[config.mk]
export PLATFORM = sky130hd
export DESIGN_NAME = ecl_loader
export DESIGN_NICKNAME = d
export VERILOG_FILES = /design/src/rtl/ecl_pkg.sv /design/src/rtl/ecl_shift_if.sv /design/src/rtl/ecl_shifter.sv /design/src/rtl/ecl_loader.sv
export VERILOG_INCLUDE_DIRS = /design/src /design/src/rtl
export SDC_FILE = /design/constraint.sdc
export NUM_CORES = 1
export LEC_CHECK = 0
export BUFFER_PORTS_ARGS = -buffer_cell sky130_fd_sc_hd__buf_4
export CORE_MARGIN = 10
export CORE_UTILIZATION = 39
export CTS_CLUSTER_SIZE = 40
export DETAILED_ROUTE_END_ITERATION = 12
export GPL_ROUTABILITY_DRIVEN = 1
export PLACE_DENSITY_LB_ADDON = 0.25
export SYNTH_ARGS = -nofsm -noshare
export SYNTH_HDL_FRONTEND = slang
export SYNTH_SLANG_ARGS = --single-unit
export TNS_END_PERCENT = 100
[constraint.sdc]
create_clock -name core_clk_i -period 2.78 [get_ports core_clk_i]
set_input_delay 0.417 -clock core_clk_i [delete_from_list [all_inputs] [get_ports core_clk_i]]
set_output_delay 0.417 -clock core_clk_i [all_outputs]
set_load 0.01 [all_outputs]
[src/rtl/ecl_params.svh]
// constants of the eeprom configuration loader
`ifndef ECL_PARAMS_SVH
`define ECL_PARAMS_SVH
`define ECL_CORE_CLK_KHZ 25000
`define ECL_SYS_CLK_KHZ 100000
`define ECL_SCK_KHZ 8330
`define ECL_SCK_DIV (`ECL_CORE_CLK_KHZ / `ECL_SCK_KHZ)
`define ECL_MODE_SPI 2'h1
`define ECL_RD_INSTR 8'h03
`define ECL_START_ADDR 16'h0000
`define ECL_REC_BASE 16'h0180
`define ECL_LAST_ADDR 16'h019b
`define ECL_REC_ADDR_LO 3'h4
`define ECL_REC_ADDR_HI 3'h5
`define ECL_REC_CMD_OFF 3'h6
`define ECL_CMD_WRITE 8'h01
`define ECL_DRAIN_LAST 2'h2
`endif

[src/rtl/ecl_pkg.sv]
// types of the eeprom configuration loader
package ecl_pkg;
	typedef enum logic [6:0] {
		ST_IDLE = 7'h01,
		ST_CMD = 7'h02,
		ST_ADDH = 7'h04,
		ST_ADDL = 7'h08,
		ST_DATA = 7'h10,
		ST_MACW = 7'h20,
		ST_DONE = 7'h40
	} ecl_state_t;
	typedef enum logic [2:0] {
		SH_IDLE = 3'h1,
		SH_RUN = 3'h2,
		SH_DRAIN = 3'h4
	} ecl_sh_state_t;
endpackage

[src/rtl/ecl_shift_if.sv]
// byte shift request and answer between sequencer and serial engine
`timescale 1ns/1ps
`default_nettype none
interface ecl_shift_if;
	logic start;
	logic abort;
	logic out_rise;
	logic smp_rise;
	logic [7:0] tx_byte;
	logic done;
	logic [7:0] rx_byte;
	logic sck;
	logic mosi;
	modport ctrl(output start, abort, out_rise, smp_rise, tx_byte, input done, rx_byte, sck, mosi);
	modport eng(input start, abort, out_rise, smp_rise, tx_byte, output done, rx_byte, sck, mosi);
endinterface
`default_nettype wire

[src/rtl/ecl_shifter.sv]
// serial engine: divided clock, one byte out and in per request
`timescale 1ns/1ps
`default_nettype none
`include "ecl_params.svh"
module ecl_shifter import ecl_pkg::*; #(
	parameter int SCK_DIV = `ECL_SCK_DIV
) (
	// system
	input wire logic core_clk_i,
	input wire logic rstn_i,
	// eeprom data in
	input wire logic miso_i,
	// sequencer side
	ecl_shift_if.eng sh
);
	localparam int HI = SCK_DIV / 2;
	localparam logic [7:0] PH_LAST = 8'(SCK_DIV - 1);
	localparam logic [7:0] PH_FALL = 8'(HI - 1);

	ecl_sh_state_t st_reg, st_next;
	logic [7:0] ph_reg, ph_next, tx_reg, tx_next, rx_reg, rx_next;
	logic [2:0] bit_reg, bit_next;
	logic [1:0] smp_reg, smp_next, dr_reg, dr_next;
	logic sck_reg, sck_next, mosi_reg, mosi_next;
	logic miso_m, miso_s;
	logic rise, fall;

	assign rise = (st_reg == SH_RUN) && (ph_reg == PH_LAST);
	assign fall = (st_reg == SH_RUN) && (ph_reg == PH_FALL);
	assign sh.done = (st_reg == SH_DRAIN) && (dr_reg == `ECL_DRAIN_LAST);
	assign sh.rx_byte = rx_reg;
	assign sh.sck = sck_reg;
	assign sh.mosi = mosi_reg;

	always_comb begin
		st_next = st_reg;
		ph_next = ph_reg;
		tx_next = tx_reg;
		rx_next = rx_reg;
		bit_next = bit_reg;
		dr_next = dr_reg;
		sck_next = sck_reg;
		mosi_next = mosi_reg;
		smp_next = {smp_reg[0], 1'b0};
		unique case (st_reg)
			SH_IDLE: if (sh.start) begin
				st_next = SH_RUN;
				ph_next = PH_LAST;
				bit_next = 3'h0;
				tx_next = sh.tx_byte;
				mosi_next = sh.tx_byte[7];
			end
			SH_RUN: begin
				ph_next = rise ? 8'h00 : ph_reg + 8'h01;
				if (rise) begin
					sck_next = 1'b1;
					if (sh.out_rise)
						mosi_next = tx_reg[3'h7 - bit_reg];
					if (sh.smp_rise)
						smp_next[0] = 1'b1;
				end
				if (fall) begin
					sck_next = 1'b0;
					if (!sh.out_rise && bit_reg != 3'h7)
						mosi_next = tx_reg[3'h6 - bit_reg];
					if (!sh.smp_rise)
						smp_next[0] = 1'b1;
					bit_next = bit_reg + 3'h1;
					if (bit_reg == 3'h7) begin
						st_next = SH_DRAIN;
						dr_next = 2'h0;
					end
				end
			end
			SH_DRAIN: begin
				dr_next = dr_reg + 2'h1;
				if (dr_reg == `ECL_DRAIN_LAST)
					st_next = SH_IDLE;
			end
		endcase
		// synchroniser latency is made up by delaying the sample point
		if (smp_reg[1])
			rx_next = {rx_reg[6:0], miso_s};
		if (sh.abort) begin
			// data out must not move on an abort, the clock edge it belongs to is cancelled
			st_next = SH_IDLE;
			sck_next = 1'b0;
			mosi_next = mosi_reg;
			smp_next = 2'h0;
		end
	end

	always_ff @(posedge core_clk_i or negedge rstn_i) begin
		if (!rstn_i) begin
			st_reg <= SH_IDLE;
			ph_reg <= 8'h00;
			tx_reg <= 8'h00;
			rx_reg <= 8'h00;
			bit_reg <= 3'h0;
			dr_reg <= 2'h0;
			sck_reg <= 1'b0;
			mosi_reg <= 1'b0;
			smp_reg <= 2'h0;
			miso_m <= 1'b0;
			miso_s <= 1'b0;
		end else begin
			st_reg <= st_next;
			ph_reg <= ph_next;
			tx_reg <= tx_next;
			rx_reg <= rx_next;
			bit_reg <= bit_next;
			dr_reg <= dr_next;
			sck_reg <= sck_next;
			mosi_reg <= mosi_next;
			smp_reg <= smp_next;
			miso_m <= miso_i;
			miso_s <= miso_m;
		end
	end
endmodule
`default_nettype wire

[src/rtl/ecl_loader.sv]
// serial eeprom configuration loader, spi master side
`timescale 1ns/1ps
`default_nettype none
`include "ecl_params.svh"
module ecl_loader import ecl_pkg::*; #(
	parameter int SCK_DIV = `ECL_SCK_DIV
) (
	// system
	input wire logic core_clk_i,
	input wire logic rstn_i,
	// straps and reset pin
	input wire logic [1:0] config_mode_select_i,
	input wire logic sample_phase_select_i,
	input wire logic mosi_edge_select_i,
	input wire logic ext_reset_n_i,
	// eeprom link
	output logic loader_serial_clock_o,
	output logic spi_cs_n_o,
	output logic spi_mosi_o,
	input wire logic spi_miso_i,
	// direct register writes
	output logic cfg_wr_o,
	output logic [8:0] cfg_addr_o,
	output logic [7:0] cfg_data_o,
	// indirect mac access
	output logic [31:0] indirect_write_data_o,
	output logic [7:0] indirect_address_low_o,
	output logic [7:0] indirect_address_high_o,
	output logic [7:0] indirect_command_o,
	output logic mac_wr_start_o,
	input wire logic mac_wr_done_i,
	// status
	output logic load_busy_o,
	output logic load_done_o
);
	ecl_shift_if sh_if();

	ecl_shifter #(.SCK_DIV(SCK_DIV)) u_shift (
		.core_clk_i(core_clk_i),
		.rstn_i(rstn_i),
		.miso_i(spi_miso_i),
		.sh(sh_if.eng)
	);

	// pin synchronisers: {reset pin, out edge, sample edge, mode}
	logic [4:0] sy1_reg, sy2_reg;
	logic ext_dly_reg;
	logic mode_spi, ext_rst_s, ext_rise;

	always_ff @(posedge core_clk_i or negedge rstn_i) begin
		if (!rstn_i) begin
			// reset pin synced as released high, matching ext_dly_reg: no false restart edge
			sy1_reg <= 5'h10;
			sy2_reg <= 5'h10;
			ext_dly_reg <= 1'b1;
		end else begin
			sy1_reg <= {ext_reset_n_i, mosi_edge_select_i, sample_phase_select_i, config_mode_select_i};
			sy2_reg <= sy1_reg;
			ext_dly_reg <= sy2_reg[4];
		end
	end

	assign mode_spi = (sy2_reg[1:0] == `ECL_MODE_SPI);
	assign ext_rst_s = sy2_reg[4];
	assign ext_rise = ext_rst_s && !ext_dly_reg;

	ecl_state_t st_reg, st_next;
	logic [15:0] addr_reg, addr_next, addr_inc;
	logic [2:0] roff_reg, roff_next;
	logic pend_reg, pend_next, cs_reg, cs_next, start_reg, start_next;
	logic [7:0] tx_reg, tx_next;
	logic wr_reg, wr_next, mstart_reg, mstart_next;
	logic [8:0] wa_reg, wa_next;
	logic [7:0] wd_reg, wd_next, ial_reg, ial_next, iah_reg, iah_next, icmd_reg, icmd_next;
	logic [31:0] iwd_reg, iwd_next;
	logic in_rec, launch, rx_done;

	assign addr_inc = addr_reg + 16'h0001;
	assign rx_done = sh_if.done;
	assign in_rec = (addr_reg >= `ECL_REC_BASE);
	assign launch = in_rec && (roff_reg == `ECL_REC_CMD_OFF) && (sh_if.rx_byte == `ECL_CMD_WRITE);

	assign sh_if.start = start_reg;
	assign sh_if.tx_byte = tx_reg;
	assign sh_if.abort = ext_rise;
	assign sh_if.out_rise = sy2_reg[3];
	assign sh_if.smp_rise = sy2_reg[2];

	always_comb begin
		st_next = st_reg;
		addr_next = addr_reg;
		roff_next = roff_reg;
		pend_next = pend_reg;
		cs_next = cs_reg;
		tx_next = tx_reg;
		wa_next = wa_reg;
		wd_next = wd_reg;
		ial_next = ial_reg;
		iah_next = iah_reg;
		icmd_next = icmd_reg;
		iwd_next = iwd_reg;
		start_next = 1'b0;
		wr_next = 1'b0;
		mstart_next = 1'b0;
		if (ext_rise)
			pend_next = 1'b1;
		unique case (st_reg)
			// a pin rise in this cycle keeps pending set and starts one cycle later
			ST_IDLE: if (pend_reg && mode_spi && ext_rst_s && !ext_rise) begin
				st_next = ST_CMD;
				cs_next = 1'b0;
				start_next = 1'b1;
				tx_next = `ECL_RD_INSTR;
				addr_next = `ECL_START_ADDR;
				roff_next = 3'h0;
				pend_next = 1'b0;
			end
			ST_CMD: if (rx_done) begin
				st_next = ST_ADDH;
				start_next = 1'b1;
				tx_next = addr_reg[15:8];
			end
			ST_ADDH: if (rx_done) begin
				st_next = ST_ADDL;
				start_next = 1'b1;
				tx_next = addr_reg[7:0];
			end
			ST_ADDL: if (rx_done) begin
				st_next = ST_DATA;
				start_next = 1'b1;
				tx_next = 8'h00;
			end
			ST_DATA: if (rx_done) begin
				if (!in_rec) begin
					wr_next = 1'b1;
					wa_next = addr_reg[8:0];
					wd_next = sh_if.rx_byte;
				end else begin
					case (roff_reg)
						3'h0: iwd_next[7:0] = sh_if.rx_byte;
						3'h1: iwd_next[15:8] = sh_if.rx_byte;
						3'h2: iwd_next[23:16] = sh_if.rx_byte;
						3'h3: iwd_next[31:24] = sh_if.rx_byte;
						`ECL_REC_ADDR_LO: ial_next = sh_if.rx_byte;
						`ECL_REC_ADDR_HI: iah_next = sh_if.rx_byte;
						default: icmd_next = sh_if.rx_byte;
					endcase
					// seven-byte records wrap on the command byte
					roff_next = (roff_reg == `ECL_REC_CMD_OFF) ? 3'h0 : roff_reg + 3'h1;
				end
				if (launch) begin
					mstart_next = 1'b1;
					st_next = ST_MACW;
				end else if (addr_reg == `ECL_LAST_ADDR) begin
					st_next = ST_DONE;
					cs_next = 1'b1;
				end else begin
					addr_next = addr_inc;
					start_next = 1'b1;
					tx_next = 8'h00;
				end
			end
			// serial clock is parked while the mac write runs
			ST_MACW: if (mac_wr_done_i) begin
				if (addr_reg == `ECL_LAST_ADDR) begin
					st_next = ST_DONE;
					cs_next = 1'b1;
				end else begin
					st_next = ST_DATA;
					addr_next = addr_inc;
					start_next = 1'b1;
					tx_next = 8'h00;
				end
			end
			ST_DONE: if (pend_reg)
				st_next = ST_IDLE;
		endcase
		// a reset pin rise aborts a load in flight and restarts it
		if (ext_rise && st_reg != ST_IDLE && st_reg != ST_DONE) begin
			st_next = ST_IDLE;
			cs_next = 1'b1;
			start_next = 1'b0;
			wr_next = 1'b0;
			mstart_next = 1'b0;
		end
	end

	always_ff @(posedge core_clk_i or negedge rstn_i) begin
		if (!rstn_i) begin
			st_reg <= ST_IDLE;
			addr_reg <= 16'h0000;
			roff_reg <= 3'h0;
			pend_reg <= 1'b1;
			cs_reg <= 1'b1;
			start_reg <= 1'b0;
			tx_reg <= 8'h00;
			wr_reg <= 1'b0;
			wa_reg <= 9'h000;
			wd_reg <= 8'h00;
			iwd_reg <= 32'h0000_0000;
			ial_reg <= 8'h00;
			iah_reg <= 8'h00;
			icmd_reg <= 8'h00;
			mstart_reg <= 1'b0;
		end else begin
			st_reg <= st_next;
			addr_reg <= addr_next;
			roff_reg <= roff_next;
			pend_reg <= pend_next;
			cs_reg <= cs_next;
			start_reg <= start_next;
			tx_reg <= tx_next;
			wr_reg <= wr_next;
			wa_reg <= wa_next;
			wd_reg <= wd_next;
			iwd_reg <= iwd_next;
			ial_reg <= ial_next;
			iah_reg <= iah_next;
			icmd_reg <= icmd_next;
			mstart_reg <= mstart_next;
		end
	end

	assign loader_serial_clock_o = sh_if.sck;
	assign spi_mosi_o = sh_if.mosi;
	assign spi_cs_n_o = cs_reg;
	assign cfg_wr_o = wr_reg;
	assign cfg_addr_o = wa_reg;
	assign cfg_data_o = wd_reg;
	assign indirect_write_data_o = iwd_reg;
	assign indirect_address_low_o = ial_reg;
	assign indirect_address_high_o = iah_reg;
	assign indirect_command_o = icmd_reg;
	assign mac_wr_start_o = mstart_reg;
	assign load_busy_o = !cs_reg;
	assign load_done_o = (st_reg == ST_DONE);
endmodule
`default_nettype wire

==> flow_summary.yaml, run 1 <==
run_status:
  status: "finished clean"
detailed_routing:
  wirelength_um: 17600
  vias: 5185
  route.detailed.drc: 0
  dr.first_iter.drc_count: 236
  drt-vias-per-instance: 5.33
  wl_per_cell_um: 18.0
  drt_pass1_iterations: 4
  antenna_violating_nets_post_route: 0
floorplan:
  io_pins: 89
  die_h_um: 157
  die_w_um: 157
  rows: 50
  dieArea_sq_um: 24700
  start_util: 0.394
  core_area_sq_um: 18600
clock_tree:
  cts_buffers: 17
  cts_root_buf: "clkbuf_16"
  clockBufferDepth: 2
  tritoncts: "done"
  insertion_delay_ns: 0.43
  cts.clk_slew.worst_paths_ns: 0.06
  clock_sinks: 161
  htreeDepth: 4
  cts_resized: 0
cells_and_area:
  drive_above_1_share: 0.363
  antenna_cells: 0
  largest_reg_flops: 32
  final_nets: 744
  area_growth_pct: 23.9
  nFillCells: 1673
timing:
  max_freq_mhz: 391
  finClkSkew_ns: 0.00887
  period_minus_slack_ns: 2.56
  finalHoldViolations: 0
  worst_pin_slew_ns: 0.805
  fin_tns_setup_ns: 0
  fin_crit_sh: 0.921
  grt_setup_unrepaired: "no"
  report.final.setup_viol: 0
  slew_violations: 0
  setup_slack_ns: 0.220
  max-slew-margin-rel: 0.461
place:
  hpwl_um: 12700
  gp_congestion: 0.866
  portBuffers: 88
  pre_cts_ws_ns: 0.217
worst_setup_path:
  start_kind: "register"
  critPathKind: "register to register"
  arrival_ns: 2.86
  required_ns: 3.08
  cp_max_fo: 9
  crit_path_end_kind: "register"
synth:
  synth_largest_area_cell: "dfrtp_1"
  synth_commonest_cells: "dfrtp_1 (154), mux2_2 (90), nand2_1 (60)"
  ys_ff_latch: 161
  synth_ff_type: "dfrtp_1"
  syn-num-nets: 639
  synth_area_sq_um: 7330
  synth_area_leaders: "dfrtp_1 (53%), mux2_2 (14%), nand2_1 (3.1%), dfstp_2 (2.5%), o21ai_0 (2.3%)"
  synthArstFlopShare: 1.00
  syn_avg_cell_area_sq_um: 11.8
  synth_edf_count: 0
  synth_seq_area_share: 0.551
  synth_top_area_share: 0.526
  yosysUniqueCellTypes: 63
  yosysMostFrequentCell: "dfrtp_1"
  ys_warn_count: 0
  syn_inst: 621
global_routing:
  antenna_found_initial: 0
  grt_pass1_wl_um: 28600
  grt_max_degree: 90
  grt_pass1_vias: 5311
  grtUsageTotal: 0.146
  grt_overflow: 0
hold_path:
  min_path_type: "primary input to register"
flow_run:
  maxCapViolCount: 0
power:
  ir_worst_vdd_mv: 0.453
  p_total_w: 0.00680
  leakage_nw: 4.44
  power_density_nw_per_um2: 749
==> path summary, 6_finish.rpt <==
kind / from / end / slack, ns / depth (start not counted)
max: u_shift.sh.rx_byte[1] / sh_if.tx_byte[2] / 0.22 / 6
max in group asynchronous: rstn_i / ext_dly_reg / 1.76 / 3
min reg2reg: sy1_reg[3] / sy2_reg[3] / 0.35 / 0
min in group asynchronous: rstn_i / u_shift.ph_reg[2] / 0.36 / 2
min: sample_phase_select_i / sy1_reg[2] / 0.1 / 1
max reg2reg: u_shift.sh.rx_byte[1] / sh_if.tx_byte[2] / 0.22 / 6
==> layout make-up <==
| cell class | count | area [sq um] | area share |
|---|---|---|---|
| flip-flops and latches | 161 | 4040 | 0.445 |
| multi-input cells | 412 | 3090 | 0.341 |
| repair buffers | 120 | 957 | 0.105 |
| clock buffers | 19 | 453 | 0.0499 |
| well taps | 234 | 293 | 0.0323 |
| clock inverters | 13 | 190 | 0.0210 |
| inverters | 14 | 52.6 | 0.00579 |
==> power by group <==
| part | switching [W] | internal [W] | total, W |
|---|---|---|---|
| Sequential | 0.000236 | 0.00255 | 0.00279 |
| Combinational | 0.000884 | 0.000616 | 0.00150 |
| Clock | 0.00102 | 0.00150 | 0.00251 |
| Total | 0.00214 | 0.00467 | 0.00680 |
==> through the flow <==
stage	hold WS, ns	instance area [sq um]	cells	util
6_report	0.0978	9080	973	0.488
5_1_grt	0.0751	9080	973	0.488
4_1_cts	0.0827	9080	973	0.488
3_5_place_dp	0.228	8420	940	0.453
3_3_place_gp	0.229	8420	940	0.453
2_1_floorplan	0.121	7330	621	-
==> per-layer routing <==
metal	routed length, um	global-route usage	share of wire	up-vias
met5	0	0	0	-
met4	127	0.0356	0.0072	0
met3	978	0.0494	0.056	8
met2	9050	0.252	0.52	114
met1	7400	0.172	0.42	2612
li1	-	-	-	2451
==> what timing repair did <==
item,CTS,global route
setup buffers,0,0
hold endpoints to repair,7,0
hold buffers,1,0
==> logic make-up after synthesis <==
| group | Yosys count | synth area share |
|---|---|---|
| XOR/XNOR | 5 | 0.00598 |
| buffers and inverters | 48 | 0.0270 |
| AO/OA/AOI/OAI | 88 | 0.0806 |
| multiplexers | 104 | 0.164 |
| adder cells (fa/ha/maj) | 9 | 0.0154 |
| flip-flops | 161 | 0.551 |
| AND/OR/NAND/NOR | 206 | 0.156 |
==> critical path, cell delays in order (launching register included) <==
cell      delay, ns
dfrtp_1        0.38
or4b_4         0.53
or3_4          0.41
o21bai_4       0.16
a21oi_4        0.13
nor3_4         0.43
mux2_2         0.39
==> layout by cell type, fill, tap and decap left out, drive strengths merged, types with 12 or more instances in the layout <==
master / instances
a21oi: 12
buf: 119
clkbuf: 19
dfrtp: 154
inv: 21
mux2: 90
nand2: 60
nand3: 22
nor2: 34
nor3: 16
o21ai: 34
No activity file was read; power rests on OpenSTA's default activity.
==> run 2, diff against run 1 <==
PLACE_DENSITY_LB_ADDON = 0.12   (was 0.25)
==> run 2 against run 1 <==
Compared with the run above: the run now ends with negative hold slack left; fmax about the same; power about the same; routed wire length increased by 2.6%; count of clock-buffer cells in the layout decreased by 1; flip-flop and latch count unchanged; critical endpoint is now sh_if.tx_byte[4]; largest cell class unchanged; largest power group unchanged; sequential power about the same; global-route usage increased by 0.46 points; critical path depth unchanged.
==> flow_summary.yaml, run 2 (synthesis gave the netlist of run 1 again) <==
detailed_routing:
  dr.first_iter.drc_count: 272
  antenna_violating_nets_post_route: 0
  routed.top_layer: "met4"
  dr_wl_met2_um: 8850
  drt-vias-per-instance: 5.39
  wirelength_um: 18000
  route.detailed.drc: 0
  drt_pass1_iterations: 5
  route.met3.wl_um: 1090
  wl_per_cell_um: 18.6
  vias: 5204
  drt-met1-wl_um: 7810
floorplan:
  rows: 50
  io_pins: 89
  core_area_sq_um: 18600
  dieArea_sq_um: 24700
  die_h_um: 157
  die_w_um: 157
  start_util: 0.394
timing:
  report.final.setup_viol: 0
  setup_slack_ns: 0.221
  max-slew-margin-rel: 0.543
  finalHoldViolations: 3
  finClkSkew_ns: 0.0119
  period_minus_slack_ns: 2.56
  max_freq_mhz: 391
  worst_pin_slew_ns: 0.686
  fin_tns_setup_ns: 0
  whs_ns: -0.0123
  fin_crit_sh: 0.920
  grt_setup_unrepaired: "no"
  slew_violations: 0
cells_and_area:
  stdcell_area_sq_um: 9000
  drive_above_1_share: 0.359
  final_nets: 738
  largest_reg_flops: 32
  antenna_cells: 0
  final_common_cell: "dfrtp_1"
  finalNonFillerCells: 966
  area_growth_pct: 22.8
  final_cell_mix: "dfrtp_1 (154), buf_4 (111), mux2_2 (90)"
power:
  power_density_nw_per_um2: 756
  ir_worst_vdd_mv: 0.437
  leakage_nw: 4.41
place:
  placed_cell_area_sq_um: 8360
  pre_cts_ws_ns: 0.200
  placed_cells: 935
  hpwl_um: 13100
  gp_congestion: 0.850
  portBuffers: 88
worst_setup_path:
  rr_endpoint: "sh_if.tx_byte[4]"
  r2r_cells: 6
  critPathKind: "register to register"
  start_kind: "register"
  r2r_slack_ns: 0.22
  cp_top_family: "simple AND/OR/NAND/NOR gates"
  slowest_delay_ns: 0.54
  crit_path_end_kind: "register"
  arrival_ns: 2.86
  path_cells: "or4b_4, or3_4, o21bai_4, a21oi_4, nor3_4, mux2_2"
  cp_max_fo: 10
  r2r_start: "u_shift.sh.rx_byte[1]"
  required_ns: 3.08
  cpMaxStageDelayCell: "or4b_4"
  crit_buf_inv: 0
global_routing:
  grtUsageTotal: 0.151
  grt_max_degree: 75
  grt_pass1_wl_um: 29100
  grt_pass1_vias: 5368
  antenna_found_initial: 0
  grt_overflow: 0
clock_tree:
  cts_buffers: 17
  cts_root_buf: "clkbuf_16"
  cts_setup_buffers: 0
  tritoncts: "done"
  htreeDepth: 4
  insertion_delay_ns: 0.43
  cts.clk_slew.worst_paths_ns: 0.07
  clockBufferDepth: 2
  clock_sinks: 161
run_status:
  violations: "negative hold slack"
  status: "finished with violations"
hold_path:
  min_path_type: "primary input to async pin"
flow_run:
  maxCapViolCount: 0
==> run 2: cell types whose count changed in the layout (fill, tap and decap cells not counted) <==
cell	previous run	this run
buf_12	4	2
buf_4	114	111
clkbuf_8	2	1
clkinv_4	0	3
clkinv_8	1	0
clkinvlp_4	2	0
dlygate4sd3_1	1	0
inv_6	4	2
inv_8	3	5
nor3_2	2	1
nor3_4	2	3
nor4b_1	4	3
nor4b_2	1	2
==> run 2: per-stage QoR <==
step / power [W] / util
after global routing: 0.00717 / 0.485
after floorplan: 0.00380 / -
final: 0.00680 / 0.485
after global placement: 0.00431 / 0.450
after detailed placement: 0.00435 / 0.450
after CTS: 0.00687 / 0.484
==> run 2: layout make-up <==
type                       instances  area [sq um]
fill                            1673          9580
clock inverter                    13           190
sequential                       161          4040
timing repair buffer             114           885
inverter                          14          52.6
multi-input combinational        412          3110
tap                              234           293
clock buffer                      18           439
==> run 2: repair_timing <==
item                       CTS  global route
hold buffers                 0             0
resized for setup            0             2
setup endpoints to repair    0            16
==> run 2: how the worst max path moves through the flow <==
stage / start / endpoint / slack, ns / cells past startpoint
final: u_shift.sh.rx_byte[1] / sh_if.tx_byte[4] / 0.22 / 6
after global routing: u_shift.dr_reg[0] / indirect_address_low_o[2] / 0.03 / 9
after CTS: u_shift.sh.rx_byte[1] / sh_if.tx_byte[4] / 0.19 / 6
after detailed placement: u_shift.sh.rx_byte[1] / sh_if.tx_byte[1] / 0.20 / 6
after global placement: u_shift.sh.rx_byte[1] / sh_if.tx_byte[1] / 0.27 / 6
after floorplan: u_shift.sh.rx_byte[7] / sh_if.tx_byte[0] / 0.29 / 7
==> run 2: worst register-to-register path: stages, from the launching register on <==
cell and delay (ns):
dfrtp_1 0.37, or4b_4 0.54, or3_4 0.42, o21bai_4 0.16
a21oi_4 0.13, nor3_4 0.43, mux2_2 0.39
==> run 2: layer usage <==
layer  vias to the layer above  track usage
li1                       2444            -
met1                      2607        0.180
met2                       130        0.248
met3                        23       0.0551
met4                         0       0.0485
met5                         -            0
==> run 2: power by group <==
group | leakage [nW] | switching, W | internal [W]
logic | 1.92 | 0.000896 | 0.000621
clock network | 0.311 | 0.00103 | 0.00147
registers | 2.18 | 0.000237 | 0.00255
total | 4.41 | 0.00216 | 0.00465
==> run 3, diff against run 2 <==
RECOVER_POWER = 25   (was unset)
==> run 3 against run 2 <==
Compared with the run above: the flow finishes with violations (max-capacitance violations, max-slew violations); clock skew is 0.00097 ns lower; count of clock-buffer cells in the layout stayed put; core utilization is 0.11 points lower; fmax hardly changed; final cell count stayed put; non-clock buffer count stayed put; via count is 0.63% lower; first-iteration DRC count is 13% lower; routed wire length is 0.11% lower; global-route usage stayed put; flip-flop and latch count stayed put; worst setup slack hardly changed; largest power group unchanged; highest routed layer unchanged.
==> flow_summary.yaml, run 3 (synthesis gave the netlist of run 1 again) <==
floorplan:
  start_util: 0.394
  rows: 50
  dieArea_sq_um: 24700
  die_h_um: 157
  die_w_um: 157
  io_pins: 89
  core_area_sq_um: 18600
place:
  pre_cts_ws_ns: 0.200
  portBuffers: 88
  gp_congestion: 0.850
  placed_cells: 935
  hpwl_um: 13100
global_routing:
  grt_pass1_vias: 5368
  met3_usage: 0.0551
  grt_pass1_wl_um: 29100
  busiest_layer: "met2"
  grtUsageTotal: 0.151
  met2_usage: 0.248
  antenna_found_initial: 0
  grt_use_met1: 0.180
  grt_overflow: 0
  grt_max_degree: 75
clock_tree:
  cts_root_buf: "clkbuf_16"
  clock_sinks: 161
  cts_resized: 0
  cts.clk_slew.worst_paths_ns: 0.07
  insertion_delay_ns: 0.43
  cts-hold-fix-buffers: 0
  htreeDepth: 4
  cts_buffers: 17
  clockBufferDepth: 2
  tritoncts: "done"
  cts_setup_buffers: 0
worst_setup_path:
  cp_max_fo: 10
  crit_path_end_kind: "register"
  critPathKind: "register to register"
  start_kind: "register"
  r2r_cells: 6
  required_ns: 3.08
  arrival_ns: 2.86
cells_and_area:
  largest_reg_flops: 32
  fin_util: 0.483
  final_common_cell: "dfrtp_1"
  drive_above_1_share: 0.358
  final_cell_mix: "dfrtp_1 (154), buf_4 (105), mux2_2 (90)"
  final_nets: 738
  antenna_cells: 0
  finalNonFillerCells: 966
  area_growth_pct: 22.6
detailed_routing:
  drt-vias-per-instance: 5.35
  antenna_violating_nets_post_route: 0
  dr.first_iter.drc_count: 237
  wirelength_um: 18000
  route.detailed.drc: 0
  vias: 5171
  wl_per_cell_um: 18.6
  drt_pass1_iterations: 4
hold_path:
  min_path_cells: 1
  min_path_type: "primary input to register"
timing:
  fin_crit_sh: 0.920
  grt_setup_unrepaired: "no"
  finalHoldViolations: 0
  period_minus_slack_ns: 2.56
  whs_ns: 0.0970
  max-slew-margin-rel: -0.212
  worst_pin_slew_ns: 1.82
  max_freq_mhz: 391
  fin_tns_setup_ns: 0
  report.final.setup_viol: 0
  setup_slack_ns: 0.221
  slew_violations: 74
  finClkSkew_ns: 0.0109
power:
  ir_worst_vdd_mv: 0.441
  leakage_nw: 4.40
  power_density_nw_per_um2: 758
run_status:
  violations: "max-capacitance violations, max-slew violations"
  status: "finished with violations"
flow_run:
  maxCapViolCount: 1
[run 3: power by group]
| group | total [W] | internal (W) | switching [W] |
|---|---|---|---|
| Clock | 0.00250 | 0.00147 | 0.00103 |
| Combinational | 0.00152 | 0.000617 | 0.000900 |
| Sequential | 0.00279 | 0.00255 | 0.000236 |
| Total | 0.00681 | 0.00464 | 0.00217 |
[run 3: critical path: stages, from the launching register on]
cell and delay, ns:
dfrtp_1 0.37, or4b_4 0.54, or3_4 0.42, o21bai_4 0.16
a21oi_4 0.13, nor3_4 0.43, mux2_2 0.39
[run 3: final timing paths]
path	startpoint	to	slack, ns
worst min-delay path	ext_reset_n_i	sy1_reg[4]	0.1
worst max register to register	u_shift.sh.rx_byte[1]	sh_if.tx_byte[4]	0.22
min in group asynchronous	rstn_i	u_shift.ph_reg[6]	0.46
worst min register to register	u_shift.miso_m	u_shift.miso_s	0.36
max in group asynchronous	rstn_i	cfg_data_o[2]	0.60
worst max-delay path	u_shift.sh.rx_byte[1]	sh_if.tx_byte[4]	0.22
[run 3: per-stage QoR]
step / instance area (sq um) / total power [W]
after detailed placement: 8360 / 0.00435
after floorplan: 7330 / 0.00380
after CTS: 8990 / 0.00687
after global placement: 8360 / 0.00431
final: 8980 / 0.00681
after global routing: 8980 / 0.00717
[run 3: area by class of cell]
type | instances | area, sq um
sequential | 161 | 4040
clock buffer | 18 | 439
inverter | 14 | 52.6
clock inverter | 13 | 190
fill | 1675 | 9600
multi-input combinational | 412 | 3110
tap | 234 | 293
timing repair buffer | 114 | 863
[run 3: metal layers]
layer	up-vias	share of wire
met5	-	0
met4	0	0.014
met3	22	0.063
met2	112	0.49
met1	2597	0.43
li1	2440	-
